## config.mk

```make
export PLATFORM = sky130hd
export DESIGN_NAME = reload_timer
export DESIGN_NICKNAME = d
export VERILOG_FILES = /design/src/reload_timer_pkg.sv /design/src/count_enable_gen.sv /design/src/reload_timer.sv
export SDC_FILE = /design/constraint.sdc
export NUM_CORES = 1
export LEC_CHECK = 0
export BUFFER_PORTS_ARGS = -buffer_cell sky130_fd_sc_hd__buf_2
export CORE_ASPECT_RATIO = 1.5
export CORE_MARGIN = 2
export CORE_UTILIZATION = 45
export CTS_CLUSTER_DIAMETER = 50
export DETAILED_ROUTE_END_ITERATION = 8
export GPL_TIMING_DRIVEN = 0
export HOLD_SLACK_MARGIN = 0.12
export SYNTH_ARGS = -nofsm -noshare
export SYNTH_HDL_FRONTEND = slang
export SYNTH_HIERARCHICAL = 1
export SYNTH_SLANG_ARGS = --single-unit
```

## constraint.sdc

```tcl
create_clock -name mclk -period 2.4 [get_ports mclk]
set_input_delay 0.48 -clock mclk [delete_from_list [all_inputs] [get_ports mclk]]
set_output_delay 0.48 -clock mclk [all_outputs]
set_load 0.005 [all_outputs]
```

## src/reload_timer_pkg.sv

```systemverilog
// constants, field layout and clock-source codes of the reload timer
// assumes an 8-bit special-function-register bus on the system clock
//
// Operation
// - high byte wrap sets high overflow flag
// - enabled timer irq requests on high flag
// - hardware never clears high flag; software does
// - low byte wrap sets low overflow flag
// - low flag irq needs both enables set
// - low flag stays set until software clears
// - split bit selects 16-bit or dual 8-bit
// - run gates counting; split low always runs
// - alternate clock: system_clock/12 or external/8
// - split: external select shared, byte override
// - two readable writable reload bytes
// - count bytes readable and writable
// - control bits 4 and 1 read zero
// - 16-bit wrap loads 16-bit reload value
// - split wrap reloads each byte separately
// - byte system_clock select picks system clock
// - one timer irq enable gates requests
package reload_timer_pkg;

  // ------------------------------------------------------------
  // register addresses
  // ------------------------------------------------------------
  localparam logic [7:0] ADDR_CTRL      = 8'hC8;
  localparam logic [7:0] ADDR_RELOAD_LO = 8'hCA;
  localparam logic [7:0] ADDR_RELOAD_HI = 8'hCB;
  localparam logic [7:0] ADDR_COUNT_LO  = 8'hCC;
  localparam logic [7:0] ADDR_COUNT_HI  = 8'hCD;

  // ------------------------------------------------------------
  // control/status fields
  // ------------------------------------------------------------
  localparam int         BIT_HI_FLAG     = 7;
  localparam int         BIT_LO_FLAG     = 6;
  localparam int         BIT_LO_IRQ_EN   = 5;
  localparam int         BIT_SPLIT       = 3;
  localparam int         BIT_RUN         = 2;
  localparam int         BIT_EXT_SEL     = 0;
  localparam logic [7:0] CTRL_WRITE_MASK = 8'hED;

  // ------------------------------------------------------------
  // reset values and counts
  // ------------------------------------------------------------
  localparam logic [7:0] CTRL_RESET      = 8'h00;
  localparam logic [7:0] COUNT_RESET     = 8'h00;
  localparam logic [7:0] RELOAD_RESET    = 8'h00;
  localparam logic [7:0] BYTE_MAX        = 8'hFF;
  localparam logic [3:0] SYSTEM_CLOCK_DIV_LAST = 4'hB;
  localparam logic [2:0] EXT_DIV_LAST    = 3'h7;

  typedef enum logic [1:0] {SRC_SYSTEM_CLOCK, SRC_SYSTEM_CLOCK_DIV12, SRC_EXT_DIV8} clk_src_t;

endpackage : reload_timer_pkg

```

## src/count_enable_gen.sv

```systemverilog
// count-enable divider: system_clock/12 and synchronised external/8
// assumes the external oscillator is no faster than half of mclk
module count_enable_gen
  import reload_timer_pkg::*;
(
  input  wire logic mclk,
  input  wire logic rst_b,
  input  wire logic extOscIn,
  output logic      div12Tick,
  output logic      ext8Tick
);

  logic       sync1_reg,  sync1_next;
  logic       sync2_reg,  sync2_next;
  logic       prev_reg,   prev_next;
  logic [3:0] div12_reg,  div12_next;
  logic [2:0] ext8_reg,   ext8_next;
  logic       tick12_reg, tick12_next;
  logic       tick8_reg,  tick8_next;

  // ------------------------------------------------------------
  // dividers
  // ------------------------------------------------------------
  always_comb
  begin
    sync1_next  = extOscIn;
    sync2_next  = sync1_reg;
    prev_next   = sync2_reg;
    div12_next  = div12_reg + 4'h1;
    tick12_next = 1'b0;
    ext8_next   = ext8_reg;
    tick8_next  = 1'b0;
    if (div12_reg == SYSTEM_CLOCK_DIV_LAST)
    begin
      div12_next  = 4'h0;
      tick12_next = 1'b1;
    end
    if (sync2_reg && !prev_reg)
    begin
      ext8_next = ext8_reg + 3'h1;
      if (ext8_reg == EXT_DIV_LAST)
      begin
        tick8_next = 1'b1;
      end
    end
  end

  always_ff @(posedge mclk)
  begin
    if (!rst_b)
    begin
      sync1_reg  <= 1'b0;
      sync2_reg  <= 1'b0;
      prev_reg   <= 1'b0;
      div12_reg  <= 4'h0;
      ext8_reg   <= 3'h0;
      tick12_reg <= 1'b0;
      tick8_reg  <= 1'b0;
    end
    else
    begin
      sync1_reg  <= sync1_next;
      sync2_reg  <= sync2_next;
      prev_reg   <= prev_next;
      div12_reg  <= div12_next;
      ext8_reg   <= ext8_next;
      tick12_reg <= tick12_next;
      tick8_reg  <= tick8_next;
    end
  end

  assign div12Tick = tick12_reg;
  assign ext8Tick  = tick8_reg;

  div12Period_a: assert property (@(posedge mclk) disable iff (!rst_b)
    div12Tick |=> !div12Tick [*8] ##1 !div12Tick [*3] ##1 div12Tick)
    else $error("system_clock/12 tick spacing wrong");

  ext8Pulse_a: assert property (@(posedge mclk) disable iff (!rst_b)
    ext8Tick |=> !ext8Tick)
    else $error("external/8 tick longer than one cycle");

endmodule : count_enable_gen

```

## src/reload_timer.sv

```systemverilog
// auto-reload timer, 16-bit or split into two 8-bit counters
// assumes a one-cycle register write strobe and registered read data
module reload_timer
  import reload_timer_pkg::*;
(
  input  wire logic       mclk,
  input  wire logic       rst_b,
  input  wire logic [7:0] sfrAddr,
  input  wire logic       sfrWrEn,
  input  wire logic [7:0] sfrWrData,
  output logic      [7:0] sfrRdData,
  input  wire logic       highByteSysclkSelect,
  input  wire logic       lowByteSysclkSelect,
  input  wire logic       timerIrqEnable,
  input  wire logic       extOscIn,
  output logic            timerIrq
);

  // ------------------------------------------------------------
  // state
  // ------------------------------------------------------------
  logic [7:0] ctrl_reg,     ctrl_next;
  logic [7:0] reloadLo_reg, reloadLo_next;
  logic [7:0] reloadHi_reg, reloadHi_next;
  logic [7:0] countLo_reg,  countLo_next;
  logic [7:0] countHi_reg,  countHi_next;
  logic [7:0] rdData_reg,   rdData_next;

  logic       div12Tick;
  logic       ext8Tick;
  logic       wrCtrl;
  logic       wrCountLo;
  logic       wrCountHi;
  logic       splitMode;
  logic       runCtrl;
  logic       lowSrcTick;
  logic       highSrcTick;
  logic       lowTick;
  logic       highTick;
  logic       loWrap;
  logic       hiWrap;
  logic [15:0] count16;

  // ------------------------------------------------------------
  // clock source choice
  // ------------------------------------------------------------
  function automatic logic pickTick(input logic sysSel, input logic extSel,
                                    input logic tick12, input logic tick8);
    clk_src_t src;
    src = sysSel ? SRC_SYSTEM_CLOCK : (extSel ? SRC_EXT_DIV8 : SRC_SYSTEM_CLOCK_DIV12);
    case (src)
      SRC_SYSTEM_CLOCK:       pickTick = 1'b1;
      SRC_SYSTEM_CLOCK_DIV12: pickTick = tick12;
      SRC_EXT_DIV8:     pickTick = tick8;
      default:          pickTick = 1'b0;
    endcase
  endfunction : pickTick

  count_enable_gen i_count_enable_gen (
    .mclk      (mclk),
    .rst_b     (rst_b),
    .extOscIn  (extOscIn),
    .div12Tick (div12Tick),
    .ext8Tick  (ext8Tick)
  );

  assign wrCtrl    = sfrWrEn && (sfrAddr == ADDR_CTRL);
  assign wrCountLo = sfrWrEn && (sfrAddr == ADDR_COUNT_LO);
  assign wrCountHi = sfrWrEn && (sfrAddr == ADDR_COUNT_HI);
  assign splitMode = ctrl_reg[BIT_SPLIT];
  assign runCtrl   = ctrl_reg[BIT_RUN];
  assign count16   = {countHi_reg, countLo_reg};

  // low-byte select also clocks the whole 16-bit counter
  assign lowSrcTick = pickTick(lowByteSysclkSelect, ctrl_reg[BIT_EXT_SEL],
                               div12Tick, ext8Tick);
  assign highSrcTick = pickTick(highByteSysclkSelect, ctrl_reg[BIT_EXT_SEL],
                                div12Tick, ext8Tick);

  // ------------------------------------------------------------
  // count enables and wraps
  // ------------------------------------------------------------
  assign lowTick  = splitMode ? lowSrcTick : (runCtrl && lowSrcTick);
  assign highTick = splitMode && runCtrl && highSrcTick;
  assign loWrap   = lowTick && (countLo_reg == BYTE_MAX);
  assign hiWrap   = splitMode ? (highTick && (countHi_reg == BYTE_MAX))
                              : (loWrap && (countHi_reg == BYTE_MAX));

  // ------------------------------------------------------------
  // counters, reloads and control
  // ------------------------------------------------------------
  always_comb
  begin
    ctrl_next     = ctrl_reg;
    reloadLo_next = reloadLo_reg;
    reloadHi_next = reloadHi_reg;
    countLo_next  = countLo_reg;
    countHi_next  = countHi_reg;
    if (splitMode)
    begin
      if (lowTick)
      begin
        countLo_next = loWrap ? reloadLo_reg : countLo_reg + 8'h01;
      end
      if (highTick)
      begin
        countHi_next = hiWrap ? reloadHi_reg : countHi_reg + 8'h01;
      end
    end
    else if (lowTick)
    begin
      if (hiWrap)
      begin
        {countHi_next, countLo_next} = {reloadHi_reg, reloadLo_reg};
      end
      else
      begin
        {countHi_next, countLo_next} = count16 + 16'h0001;
      end
    end
    // software write overrides any count or reload this cycle
    if (wrCountLo)
    begin
      countLo_next = sfrWrData;
    end
    if (wrCountHi)
    begin
      countHi_next = sfrWrData;
    end
    if (sfrWrEn && (sfrAddr == ADDR_RELOAD_LO))
    begin
      reloadLo_next = sfrWrData;
    end
    if (sfrWrEn && (sfrAddr == ADDR_RELOAD_HI))
    begin
      reloadHi_next = sfrWrData;
    end
    if (wrCtrl)
    begin
      ctrl_next = (sfrWrData & CTRL_WRITE_MASK) | (ctrl_reg & ~CTRL_WRITE_MASK);
    end
    // hardware set wins over a software clear in the same cycle
    if (hiWrap)
    begin
      ctrl_next[BIT_HI_FLAG] = 1'b1;
    end
    if (loWrap)
    begin
      ctrl_next[BIT_LO_FLAG] = 1'b1;
    end
  end

  // ------------------------------------------------------------
  // read data
  // ------------------------------------------------------------
  always_comb
  begin
    case (sfrAddr)
      ADDR_CTRL:      rdData_next = ctrl_reg & CTRL_WRITE_MASK;
      ADDR_RELOAD_LO: rdData_next = reloadLo_reg;
      ADDR_RELOAD_HI: rdData_next = reloadHi_reg;
      ADDR_COUNT_LO:  rdData_next = countLo_reg;
      ADDR_COUNT_HI:  rdData_next = countHi_reg;
      default:        rdData_next = 8'h00;
    endcase
  end

  always_ff @(posedge mclk)
  begin
    if (!rst_b)
    begin
      ctrl_reg     <= CTRL_RESET;
      reloadLo_reg <= RELOAD_RESET;
      reloadHi_reg <= RELOAD_RESET;
      countLo_reg  <= COUNT_RESET;
      countHi_reg  <= COUNT_RESET;
      rdData_reg   <= 8'h00;
    end
    else
    begin
      ctrl_reg     <= ctrl_next;
      reloadLo_reg <= reloadLo_next;
      reloadHi_reg <= reloadHi_next;
      countLo_reg  <= countLo_next;
      countHi_reg  <= countHi_next;
      rdData_reg   <= rdData_next;
    end
  end

  assign sfrRdData = rdData_reg;

  // ------------------------------------------------------------
  // interrupt request
  // ------------------------------------------------------------
  assign timerIrq = timerIrqEnable &&
                    (ctrl_reg[BIT_HI_FLAG] ||
                     (ctrl_reg[BIT_LO_FLAG] && ctrl_reg[BIT_LO_IRQ_EN]));

  // ------------------------------------------------------------
  // checks
  // ------------------------------------------------------------
  hiFlagSet_a: assert property (@(posedge mclk) disable iff (!rst_b)
    hiWrap |=> ctrl_reg[BIT_HI_FLAG])
    else $error("high overflow flag not set on wrap");

  hiIrqReq_a: assert property (@(posedge mclk) disable iff (!rst_b)
    ($rose(ctrl_reg[BIT_HI_FLAG]) && timerIrqEnable) |-> timerIrq)
    else $error("no interrupt on high overflow");

  hiFlagHold_a: assert property (@(posedge mclk) disable iff (!rst_b)
    (ctrl_reg[BIT_HI_FLAG] && !wrCtrl) |=> ctrl_reg[BIT_HI_FLAG])
    else $error("high overflow flag cleared by hardware");

  loFlagSet_a: assert property (@(posedge mclk) disable iff (!rst_b)
    (lowTick && countLo_reg == BYTE_MAX) |=> ctrl_reg[BIT_LO_FLAG])
    else $error("low overflow flag not set on wrap");

  loIrqGate_a: assert property (@(posedge mclk) disable iff (!rst_b)
    (timerIrq && !ctrl_reg[BIT_HI_FLAG]) |->
      (timerIrqEnable && ctrl_reg[BIT_LO_IRQ_EN] && ctrl_reg[BIT_LO_FLAG]))
    else $error("low overflow interrupt without enables");

  loFlagHold_a: assert property (@(posedge mclk) disable iff (!rst_b)
    (ctrl_reg[BIT_LO_FLAG] && !wrCtrl) |=> ctrl_reg[BIT_LO_FLAG])
    else $error("low overflow flag cleared by hardware");

  stopHold_a: assert property (@(posedge mclk) disable iff (!rst_b)
    (!splitMode && !runCtrl && !wrCtrl && !wrCountLo && !wrCountHi)
      |=> $stable(count16))
    else $error("16-bit counter moved while stopped");

  splitLowRun_a: assert property (@(posedge mclk) disable iff (!rst_b)
    (splitMode && !runCtrl && lowByteSysclkSelect && !wrCountLo &&
     countLo_reg != BYTE_MAX) |=> countLo_reg == $past(countLo_reg) + 8'h01)
    else $error("split low byte not running");

  reload16_a: assert property (@(posedge mclk) disable iff (!rst_b)
    (!splitMode && lowTick && count16 == 16'hFFFF && !wrCountLo && !wrCountHi)
      |=> count16 == {$past(reloadHi_reg), $past(reloadLo_reg)})
    else $error("16-bit reload value not loaded");

  reloadSplit_a: assert property (@(posedge mclk) disable iff (!rst_b)
    (splitMode && highTick && countHi_reg == BYTE_MAX && !wrCountHi)
      |=> countHi_reg == $past(reloadHi_reg))
    else $error("split high byte not reloaded");

  unusedZero_a: assert property (@(posedge mclk) disable iff (!rst_b)
    (sfrAddr == ADDR_CTRL) |=> (sfrRdData & ~CTRL_WRITE_MASK) == 8'h00)
    else $error("unused control bits read nonzero");

  writeWins_a: assert property (@(posedge mclk) disable iff (!rst_b)
    wrCountLo |=> countLo_reg == $past(sfrWrData))
    else $error("software count write lost");

  irqGlobalOff_a: assert property (@(posedge mclk) disable iff (!rst_b)
    !timerIrqEnable |-> !timerIrq)
    else $error("interrupt request while timer interrupts disabled");

  loIrqRaise_a: assert property (@(posedge mclk) disable iff (!rst_b)
    (timerIrqEnable && ctrl_reg[BIT_LO_IRQ_EN] && ctrl_reg[BIT_LO_FLAG]) |-> timerIrq)
    else $error("no interrupt on enabled low overflow");

  splitHighStop_a: assert property (@(posedge mclk) disable iff (!rst_b)
    (splitMode && !runCtrl && !wrCountHi) |=> $stable(countHi_reg))
    else $error("split high byte moved while stopped");

  splitLowReload_a: assert property (@(posedge mclk) disable iff (!rst_b)
    (splitMode && lowTick && countLo_reg == BYTE_MAX && !wrCountLo)
      |=> countLo_reg == $past(reloadLo_reg))
    else $error("split low byte not reloaded");

  writeWinsHi_a: assert property (@(posedge mclk) disable iff (!rst_b)
    wrCountHi |=> countHi_reg == $past(sfrWrData))
    else $error("software high count write lost");

  reloadWrite_a: assert property (@(posedge mclk) disable iff (!rst_b)
    (sfrWrEn && sfrAddr == ADDR_RELOAD_LO) |=> reloadLo_reg == $past(sfrWrData))
    else $error("reload low write lost");

  reloadHold_a: assert property (@(posedge mclk) disable iff (!rst_b)
    !(sfrWrEn && sfrAddr == ADDR_RELOAD_HI) |=> $stable(reloadHi_reg))
    else $error("reload high changed without write");

  countRead_a: assert property (@(posedge mclk) disable iff (!rst_b)
    (sfrAddr == ADDR_COUNT_LO) |=> sfrRdData == $past(countLo_reg))
    else $error("count low read data wrong");

  count16Inc_a: assert property (@(posedge mclk) disable iff (!rst_b)
    (!splitMode && lowTick && count16 != 16'hFFFF && !wrCountLo && !wrCountHi)
      |=> count16 == $past(count16) + 16'h0001)
    else $error("16-bit counter did not increment");

  splitHighInc_a: assert property (@(posedge mclk) disable iff (!rst_b)
    (splitMode && highTick && countHi_reg != BYTE_MAX && !wrCountHi)
      |=> countHi_reg == $past(countHi_reg) + 8'h01)
    else $error("split high byte did not increment");

  extHighGate_a: assert property (@(posedge mclk) disable iff (!rst_b)
    (splitMode && runCtrl && !highByteSysclkSelect && ctrl_reg[BIT_EXT_SEL] &&
     !ext8Tick && !wrCountHi) |=> $stable(countHi_reg))
    else $error("split high byte moved without external tick");

  div12Gate_a: assert property (@(posedge mclk) disable iff (!rst_b)
    (!splitMode && runCtrl && !lowByteSysclkSelect && !ctrl_reg[BIT_EXT_SEL] &&
     !div12Tick && !wrCountLo && !wrCountHi) |=> $stable(count16))
    else $error("16-bit counter moved without divided tick");

endmodule : reload_timer

```

# [After elaboration in Yosys (flattened, before gate mapping)]
# Index checks and enable logic that the tools add are counted.
[word_totals] reg_bits=60 in_bits=23 out_inout_bits=9 word_cells=86
[classes] n_addsub=5 n_eq_ne=14 n_mux=25 n_bitwise=2 n_reduce_logical=25
[op_table] cell="8-bit two-way mux" n=13
[op_table] cell="8-bit equality test (second input constant)" n=7
[op_table] cell="8-bit case mux with 5 select lines" n=1
[op_table] cell="16-bit by 1-bit adder with 16-bit output (second input constant)" n=1
[op_table] cell="8-bit by 1-bit adder with 8-bit output (second input constant)" n=2
[op_table] cell="1-bit logical AND" n=14
[op_table] cell="8-bit by 5-bit OR with 8-bit output" n=1
[op_table] cell="1-bit two-way mux" n=6
[op_table] cell="2-bit two-way mux" n=3
[op_table] cell="1-bit case mux with 3 select lines" n=2
[op_table] cell="2-bit nonzero test" n=3
[op_table] cell="4-bit by 1-bit adder with 4-bit output (second input constant)" n=1
[op_table] cell="2-bit by 1-bit equality test with 1-bit output (second input constant)" n=2
[op_table] cell="2-bit equality test (second input constant)" n=2
[op_table] cell="4-bit equality test (second input constant)" n=1
[op_table] cell="2-bit zero test" n=2
[op_table] cell="2-bit AND reduction" n=2
[op_table] cell="3-bit by 1-bit adder with 3-bit output (second input constant)" n=1
[op_table] cell="3-bit equality test (second input constant)" n=1
[op_table] cell="3-bit by 1-bit != test with 1-bit output (second input constant)" n=1
[op_table] cell="3-bit nonzero test" n=1
[op_table] cell="2-bit OR reduction" n=1
[op_table] cell="1-bit zero test" n=1
[op_table] cell="1-bit logical OR" n=1
[op_table] cell="1-bit inverter" n=1

# [Logic depth before layout (Yosys ltp)]
# Gate-level depths: netlist of run 1.
[logic_depth] depth_word=13 ltp_mapped=7 depth_no_buf=6

# [Cells and area by module]
# The synthesis of run 1 kept the hierarchy.
[by_module_without_submodules] mod="reload_timer" n_inst=1 cells_each=303 area_each_um2=2665.1
[by_module_without_submodules] mod="count_enable_gen" n_inst=1 cells_each=41 area_each_um2=455.4

# [Worst setup path after synthesis of run 1]
# Ideal clock, no wire load.
[synth_path] path_kind="input port to flip-flop" startpoint="in sfrAddr[6]" endpoint="reg rdData_reg[1], in the netlist sfrRdData[1]" setup_ns=0.143 arrival_ns=1.619 required_time_ns=2.257 path_slack_ns=0.638 cell_stages=7 path_cell_list="and2_1 clkbuf_1 and4bb_1 and4b_1 buf_2 a222oi_1 a21oi_1"
[synth_between] elab_chain_cells=2 elab_cells_between_ends=6
[synth_rtl] item="start, declared" line_no="reload_timer.sv:8" text="input wire logic [7:0] sfrAddr,"
[synth_rtl] item="8-bit equality test" line_no="reload_timer.sv:158" text="case (sfrAddr)"
[synth_rtl] item="8-bit case mux with 5 select lines (*)" line_no="reload_timer.sv:158"
[synth_rtl] item="end signal, assigned" line_no="reload_timer.sv:186" text="rdData_reg <= rdData_next;"
[synth_rtl] item="end, declared" line_no="reload_timer.sv:27" text="logic [7:0] rdData_reg, rdData_next;"
# Mark *: on every way between the ends. The rest lies on a longest branch, timed or not.
# A chain may end at the register's enable or synchronous reset.

# [Worst setup path in the final report of run 1]
[layout_path] startpoint="reg countLo_reg[0]" endpoint="reg countHi_reg[0]"
[layout_between] elab_chain_cells=8 elab_cells_between_ends=11
[layout_rtl] item="start, declared" line_no="reload_timer.sv:25" text="logic [7:0] countLo_reg, countLo_next;"
[layout_rtl] item="start signal, assigned" line_no="reload_timer.sv:184" text="countLo_reg <= countLo_next;"
[layout_rtl] item="branches (longest 6 deep; another with 16-bit by 1-bit adder with 16-bit output)"
[layout_rtl] item="8-bit two-way mux (*)" line_no="reload_timer.sv:99" text="if (splitMode)"
[layout_rtl] item="8-bit two-way mux (*)" line_no="reload_timer.sv:126" text="if (wrCountHi)"
[layout_rtl] item="end signal, assigned" line_no="reload_timer.sv:185" text="countHi_reg <= countHi_next;"
[layout_rtl] item="end, declared" line_no="reload_timer.sv:26" text="logic [7:0] countHi_reg, countHi_next;"
# Every way passes the cells marked *. The select of a mux whose other input is x is not followed.

==> flow_summary_export.csv, run 1 <==
group,metric,value,unit
status,status,"finished, final reports clean",
pwr,clockPowerShare,44.5,%
timing,maxSlewHeadroom,45.5,%
layout,final_util,52.2,%
worst_setup_path,crit_fanout,6,
clock_network,clock_tree.root_cell,"clkbuf_8",
hold_path,hold_depth,2,
pwr,p_sw,451,uW
synth,ys_ff_latch,58,
routing,drtIter0Drc,323,
clock_network,cts_buffers,9,
layout,nets,413,
floorplanning,die_x,72.0,microns
synth,synthCells,344,
global_route,grt-ovfl-total,0,
timing,period_minus_slack,2.02,ns
routing,antenna_left,0,
synth,synth_warnings,6,
global_route,grt_antenna_before_repair,0,
global_route,met2_usage,46.2,%
clock_network,post_cts_resize_count,0,
synth,synth_edf_count,0,
floorplanning,initial_core_util,45.9,%
floorplanning,die_area,0.00763,sq mm
timing,post-route-period-util,84.0,%
routing,first_pass_iters,6,
routing,vias_per_cell,6.23,
global_route,grt_use_met1,30.6,%
pwr,seq_power_share,50.0,%
timing,tightestPinTransition,0.817,ns
layout,fill_cells,682,
worst_setup_path,worstSetupPathType,"reg2reg",
layout,synthToLayoutAreaGrowth,13.9,%
floorplanning,rows,37,
place,placed_cell_area,0.00337,sq mm
routing,postRouteWirelength,9510,microns
place,routabilityCongestion,0.897,
timing,setup_viol,0,
global_route,grt_pass1_vias,2803,
global_route,grt_busiest_layer,"met2",
worst_setup_path,r2r_cells,7,
synth,syn_avg_cell_area,9.07,sq um
hold_path,hp-class,"in2reg",
synth,ys_seq_area_share,37.2,%
layout,antenna_cells,0,
pwr,leakage,0.00138,uW
pwr,combPwrFrac,5.6,%
timing,finClkSkew,0.0120,ns
worst_setup_path,end_kind,"flop",
clock_network,clk_latency,0.35,ns
synth,synth_cell_types,70,
worst_setup_path,cp.required,2.60,ns
clock_network,clock_sinks,58,
pwr,vdd_drop_max,0.420,mV
worst_setup_path,crit_arrival,2.22,ns
clock_network,cts_tree,"built",
run,drv_cap,0,
clock_network,cts.path.max_buffers,2,
timing,fmax,496,MHz
global_route,use_met3,5.88,%
place,hpwl,7050,microns
synth,synth_top_cell_by_area,"dfxtp_1",
timing,hold_viol_final,0,
synth,synth.top_cell.area_share,37.2,%
layout,drive_above_1_share,19.0,%
floorplanning,die_y,106,microns
synth,synth_area,0.00312,sq mm
timing,hold_slack,0.344,ns
place,portBuffers,30,
routing,via_count,2909,
global_route,grt_pass1_wl,15300,microns
synth,synthFlopType,"dfxtp_1",
routing,drc,0,
pwr,pwr_density_cell,554,mW/mm^2
pwr,p_int,1520,uW
global_route,grt_use_total,26.7,%
synth,synth_nets,372,
routing,wl_per_cell,20.4,microns
clock_network,clkTransAtPathRegs,0.06,ns
timing,rsz0062_at_grt,"no",
floorplanning,io_pins,32,
clock_network,hold_buffers,0,
clock_network,post_cts_buffers,0,
synth,async_reset_ff_share,0,%
timing,tns,0,ns
timing,drv_slew,0,
clock_network,htree_levels,3,
synth,yosys-top-cells-area,"dfxtp_1 (37%), mux2i_1 (5.1%), a21oi_1 (3.5%)",
layout,fin_area,0.00355,sq mm
floorplanning,core,0.00681,sq mm
pwr,switching_share,22.9,%
worst_setup_path,worstSetupStartpointType,"flop",
global_route,grt_max_degree,11,
cells in the final DEF, fill, tap and decap left out, drive strengths merged, types with 8 or more instances in the layout:
master,instances
nor3,8
o21ai,12
a222oi,8
buf,40
dfxtp,58
mux2i,16
nor2,12
a21oi,23
a21boi,11
clkbuf,20
nor2b,18
nand3,17
nand2,27
cells in the mapped netlist, types with 4 or more instances:
| cell | number |
|---|---|
| a21boi_0 | 10 |
| nor2b_1 | 17 |
| a31oi_1 | 4 |
| and2_1 | 7 |
| nand3_1 | 17 |
| nor4_1 | 7 |
| ha_1 | 5 |
| and3_1 | 4 |
| nand2_1 | 26 |
| dfxtp_1 | 58 |
| mux2i_1 | 16 |
| a21oi_1 | 22 |
| o31ai_1 | 5 |
| nor2_1 | 11 |
| a222oi_1 | 8 |
| o21ai_0 | 9 |
| and4_1 | 4 |
| a22oi_1 | 7 |
| clkbuf_1 | 8 |
| xor2_1 | 4 |
| nand4_1 | 6 |
| a211oi_1 | 7 |
| o21a_1 | 5 |
| xnor2_1 | 4 |
| nor3_1 | 6 |
| buf_2 | 9 |
worst paths after layout:
check                                               start                                      end  slack (ns)
setup / recovery              countLo_reg[0]$_SDFFE_PN0P_              countHi_reg[0]$_SDFFE_PN0P_        0.38
setup reg to reg              countLo_reg[0]$_SDFFE_PN0P_              countHi_reg[0]$_SDFFE_PN0P_        0.38
hold / removal                                   extOscIn  i_count_enable_gen/sync1_reg$_SDFF_PN0_        0.34
hold reg to reg   i_count_enable_gen/sync1_reg$_SDFF_PN0_  i_count_enable_gen/prev_next$_SDFF_PN0_        0.44
power by group through the flow:
| stage | registers (uW) | clock network [uW] | logic [uW] |
|---|---|---|---|
| 5_1_grt | 984 | 951 | 119 |
| 4_1_cts | 983 | 895 | 109 |
| 2_1_floorplan | 1000 | 0 | 55.0 |
| 3_3_place_gp | 1000 | 0 | 107 |
| 3_5_place_dp | 1000 | 0 | 108 |
| 6_report | 983 | 875 | 110 |
final cells by class:
| type | instances | area (sq um) | share of cell area (%) |
|---|---|---|---|
| Multi-Input combinational cell | 267 | 1870 | 52.6 |
| Sequential cell | 58 | 1160 | 32.7 |
| Timing Repair Buffer | 30 | 150 | 4.23 |
| Clock buffer | 12 | 145 | 4.08 |
| Tap cell | 78 | 97.6 | 2.75 |
| Buffer | 18 | 86.3 | 2.43 |
| Clock inverter | 3 | 40.0 | 1.13 |
| Inverter | 1 | 3.75 | 0.106 |
cell families after synthesis:
family	after synthesis	share of synthesized area (%)
buffers and inverters	19	2.89
muxes	17	5.61
adders and majority gates	5	2.00
AOI/OAI and AO/OA	103	24.5
and+or+nand+nor	134	25.5
DFF	58	37.2
xor gates and xnor gates	8	2.25
through the flow:
| stage | setup WS (ns) | instances | total power [uW] |
|---|---|---|---|
| detailed placement | 0.271 | 452 | 1110 |
| finish | 0.384 | 467 | 1970 |
| global placement | 0.288 | 452 | 1110 |
| floorplan | 0.638 | 344 | 1060 |
| CTS | 0.403 | 467 | 1990 |
| global route | 0.237 | 467 | 2050 |
critical path, stage by stage, from the launching register on:
cell and delay (ns):
dfxtp_1 0.47, ha_1 0.23, and3_1 0.16, buf_2 0.18, nand4_1 0.13, o22a_1 0.29
a221oi_1 0.34, a211oi_1 0.07
layer usage:
metal,vias to the layer above,part of all wire [%]
met4,0,2.7
met5,-,0
met3,21,4.7
met2,101,53
li1,1406,-
met1,1381,39
(Power assumes the default switching activity.)
==> run 2: changes to the inputs <==
PLACE_DENSITY = 0.66   (was default)
clock period = 1.78 ns   (was 2.4 ns; I/O delays follow)
==> run 2 against run 1 <==
Total power increased by 34%. Clock power increased by 33%. Register-to-register slack lost 0.36 ns. Largest cell class unchanged. First-iteration DRC count shrank 18%. Critical path depth decreased by 2. Sequential cell count is the same. Sequential power grew 34%. Clock skew increased by 0.0011 ns. Maximum frequency is 15% higher. Via count up 4.7%.
==> flow_summary_export.csv, run 2 (synthesis results as in run 1) <==
group,metric,value,unit
status,status,"finished, final reports clean",
worst_setup_path,crit_buf_inv,0,
worst_setup_path,worst_r2r_startpoint,"ctrl_reg[0]$_SDFFE_PN0P_",
worst_setup_path,worstSetupStartpointType,"flop",
pwr,leakage,0.00145,uW
timing,drv_slew,0,
timing,setup_viol,0,
worst_setup_path,crit_fanout,6,
floorplanning,rows,37,
place,hpwl,7280,microns
global_route,grt_pass1_wl,15600,microns
clock_network,htree_levels,3,
timing,fmax,570,MHz
layout,drive_above_1_share,26.8,%
worst_setup_path,max_stage_delay,0.50,ns
pwr,seq_power_share,50.1,%
layout,fin_area,0.00379,sq mm
worst_setup_path,worstPathCellList,"mux2_4 -> o21a_2 -> or4_4 -> o211ai_2 -> nor3_2",
clock_network,hold_buffers,0,
pwr,clockPowerShare,44.2,%
pwr,p_sw,624,uW
routing,drc,0,
routing,first_pass_iters,7,
global_route,grt_max_degree,11,
routing,vias_per_cell,6.39,
run,drv_cap,0,
worst_setup_path,slowest_stage,"or4_4",
worst_setup_path,worstSetupPathType,"reg2reg",
clock_network,cts_tree,"built",
worst_setup_path,end_kind,"flop",
hold_path,hold_start,"extOscIn",
clock_network,cts_buffers,9,
layout,synthToLayoutAreaGrowth,21.6,%
layout,final_cell_mix,"dfxtp_1 (50), buf_2 (34), nand2_1 (26)",
floorplanning,die_y,106,microns
timing,post-route-period-util,98.5,%
routing,via_count,3046,
global_route,grt-ovfl-total,0,
timing,rsz0062_at_grt,"yes",
clock_network,clock_tree.root_cell,"clkbuf_8",
worst_setup_path,cp.required,2.01,ns
floorplanning,core,0.00681,sq mm
routing,drtIter0Drc,265,
place,routabilityCongestion,0.990,
routing,antenna_left,0,
global_route,grt_pass1_vias,2951,
timing,hold_viol_final,0,
layout,fill_cells,609,
pwr,p_int,2010,uW
layout,antenna_cells,0,
floorplanning,io_pins,32,
place,portBuffers,30,
floorplanning,die_x,72.0,microns
timing,finClkSkew,0.0131,ns
worst_setup_path,crit_arrival,1.99,ns
floorplanning,die_area,0.00763,sq mm
timing,tightestPinTransition,0.797,ns
hold_path,hp-class,"in2reg",
clock_network,clock_sinks,58,
layout,nets,422,
worst_setup_path,critPathTopFamily,"simple AND/OR/NAND/NOR gates",
pwr,switching_share,23.7,%
place,placed_cell_area,0.00337,sq mm
pwr,combPwrFrac,5.7,%
global_route,grt_antenna_before_repair,0,
timing,maxSlewHeadroom,46.8,%
clock_network,clkTransAtPathRegs,0.06,ns
routing,wl_per_cell,21.0,microns
layout,final_common_cell,"dfxtp_1",
worst_setup_path,crit_start,"ctrl_reg[0]$_SDFFE_PN0P_",
clock_network,cts.path.max_buffers,2,
timing,hold_slack,0.208,ns
pwr,vdd_drop_max,0.685,mV
pwr,finalPower,2630,uW
routing,postRouteWirelength,10000,microns
pwr,pwr_density_cell,694,mW/mm^2
global_route,grt_use_total,27.5,%
timing,period_minus_slack,1.75,ns
floorplanning,initial_core_util,45.9,%
clock_network,clk_latency,0.36,ns
[run 2: cell count changes in the layout (fill, tap and decap cells not counted), sizes merged]
cell,delta
clkbuf,+2
buf,+8
[run 2: worst paths after layout]
check        slack (ns)  depth (start not counted)                                      end
max reg2reg        0.03                          5              countHi_reg[5]$_SDFFE_PN0P_
min                0.21                          2  i_count_enable_gen/sync1_reg$_SDFF_PN0_
min reg2reg        0.44                          1  i_count_enable_gen/prev_next$_SDFF_PN0_
max                0.03                          5              countHi_reg[5]$_SDFFE_PN0P_
[run 2: final cells by class]
class	instances	area [sq um]	area share [%]
Multi-Input combinational cell	267	2000	52.8
Sequential cell	58	1180	31.2
Timing Repair Buffer	40	225	5.93
Clock buffer	13	139	3.66
Buffer	17	104	2.74
Tap cell	78	97.6	2.57
Clock inverter	3	40.0	1.06
Inverter	1	3.75	0.0989
[run 2: timing repair]
action | in CTS | in global routing
pin swaps | 2 | 10
endpoints found under the setup margin | 16 | 14
buffers inserted | 4 | 6
resized for setup | 21 | 27
[run 2: power groups by stage]
stage	combinational, uW	sequential (uW)	clock [uW]
2_1_floorplan	74.2	1350	0
4_1_cts	148	1320	1170
5_1_grt	163	1320	1240
3_3_place_gp	143	1350	0
3_5_place_dp	146	1350	0
6_report	151	1320	1160
[run 2: stage by stage]
stage          TNS, ns  std cells  utilization, %  setup slack (ns)
5_1_grt        -0.0216        477            55.8           -0.0164
6_report             0        477            55.8            0.0260
3_5_place_dp     -2.83        452            49.5            -0.213
4_1_cts        -0.0172        471            53.4          -0.00883
2_1_floorplan        0        344               -            0.0769
3_3_place_gp     -2.39        452            49.5            -0.229
[run 2: per-layer routing]
layer  up-vias  GRT usage (%)  share of wire [%]
met1      1459           29.1                 38
met4         0           18.3                6.4
met5         -              0                  0
met2       118           47.2                 51
met3        44           6.92                4.7
li1       1425              -                  -
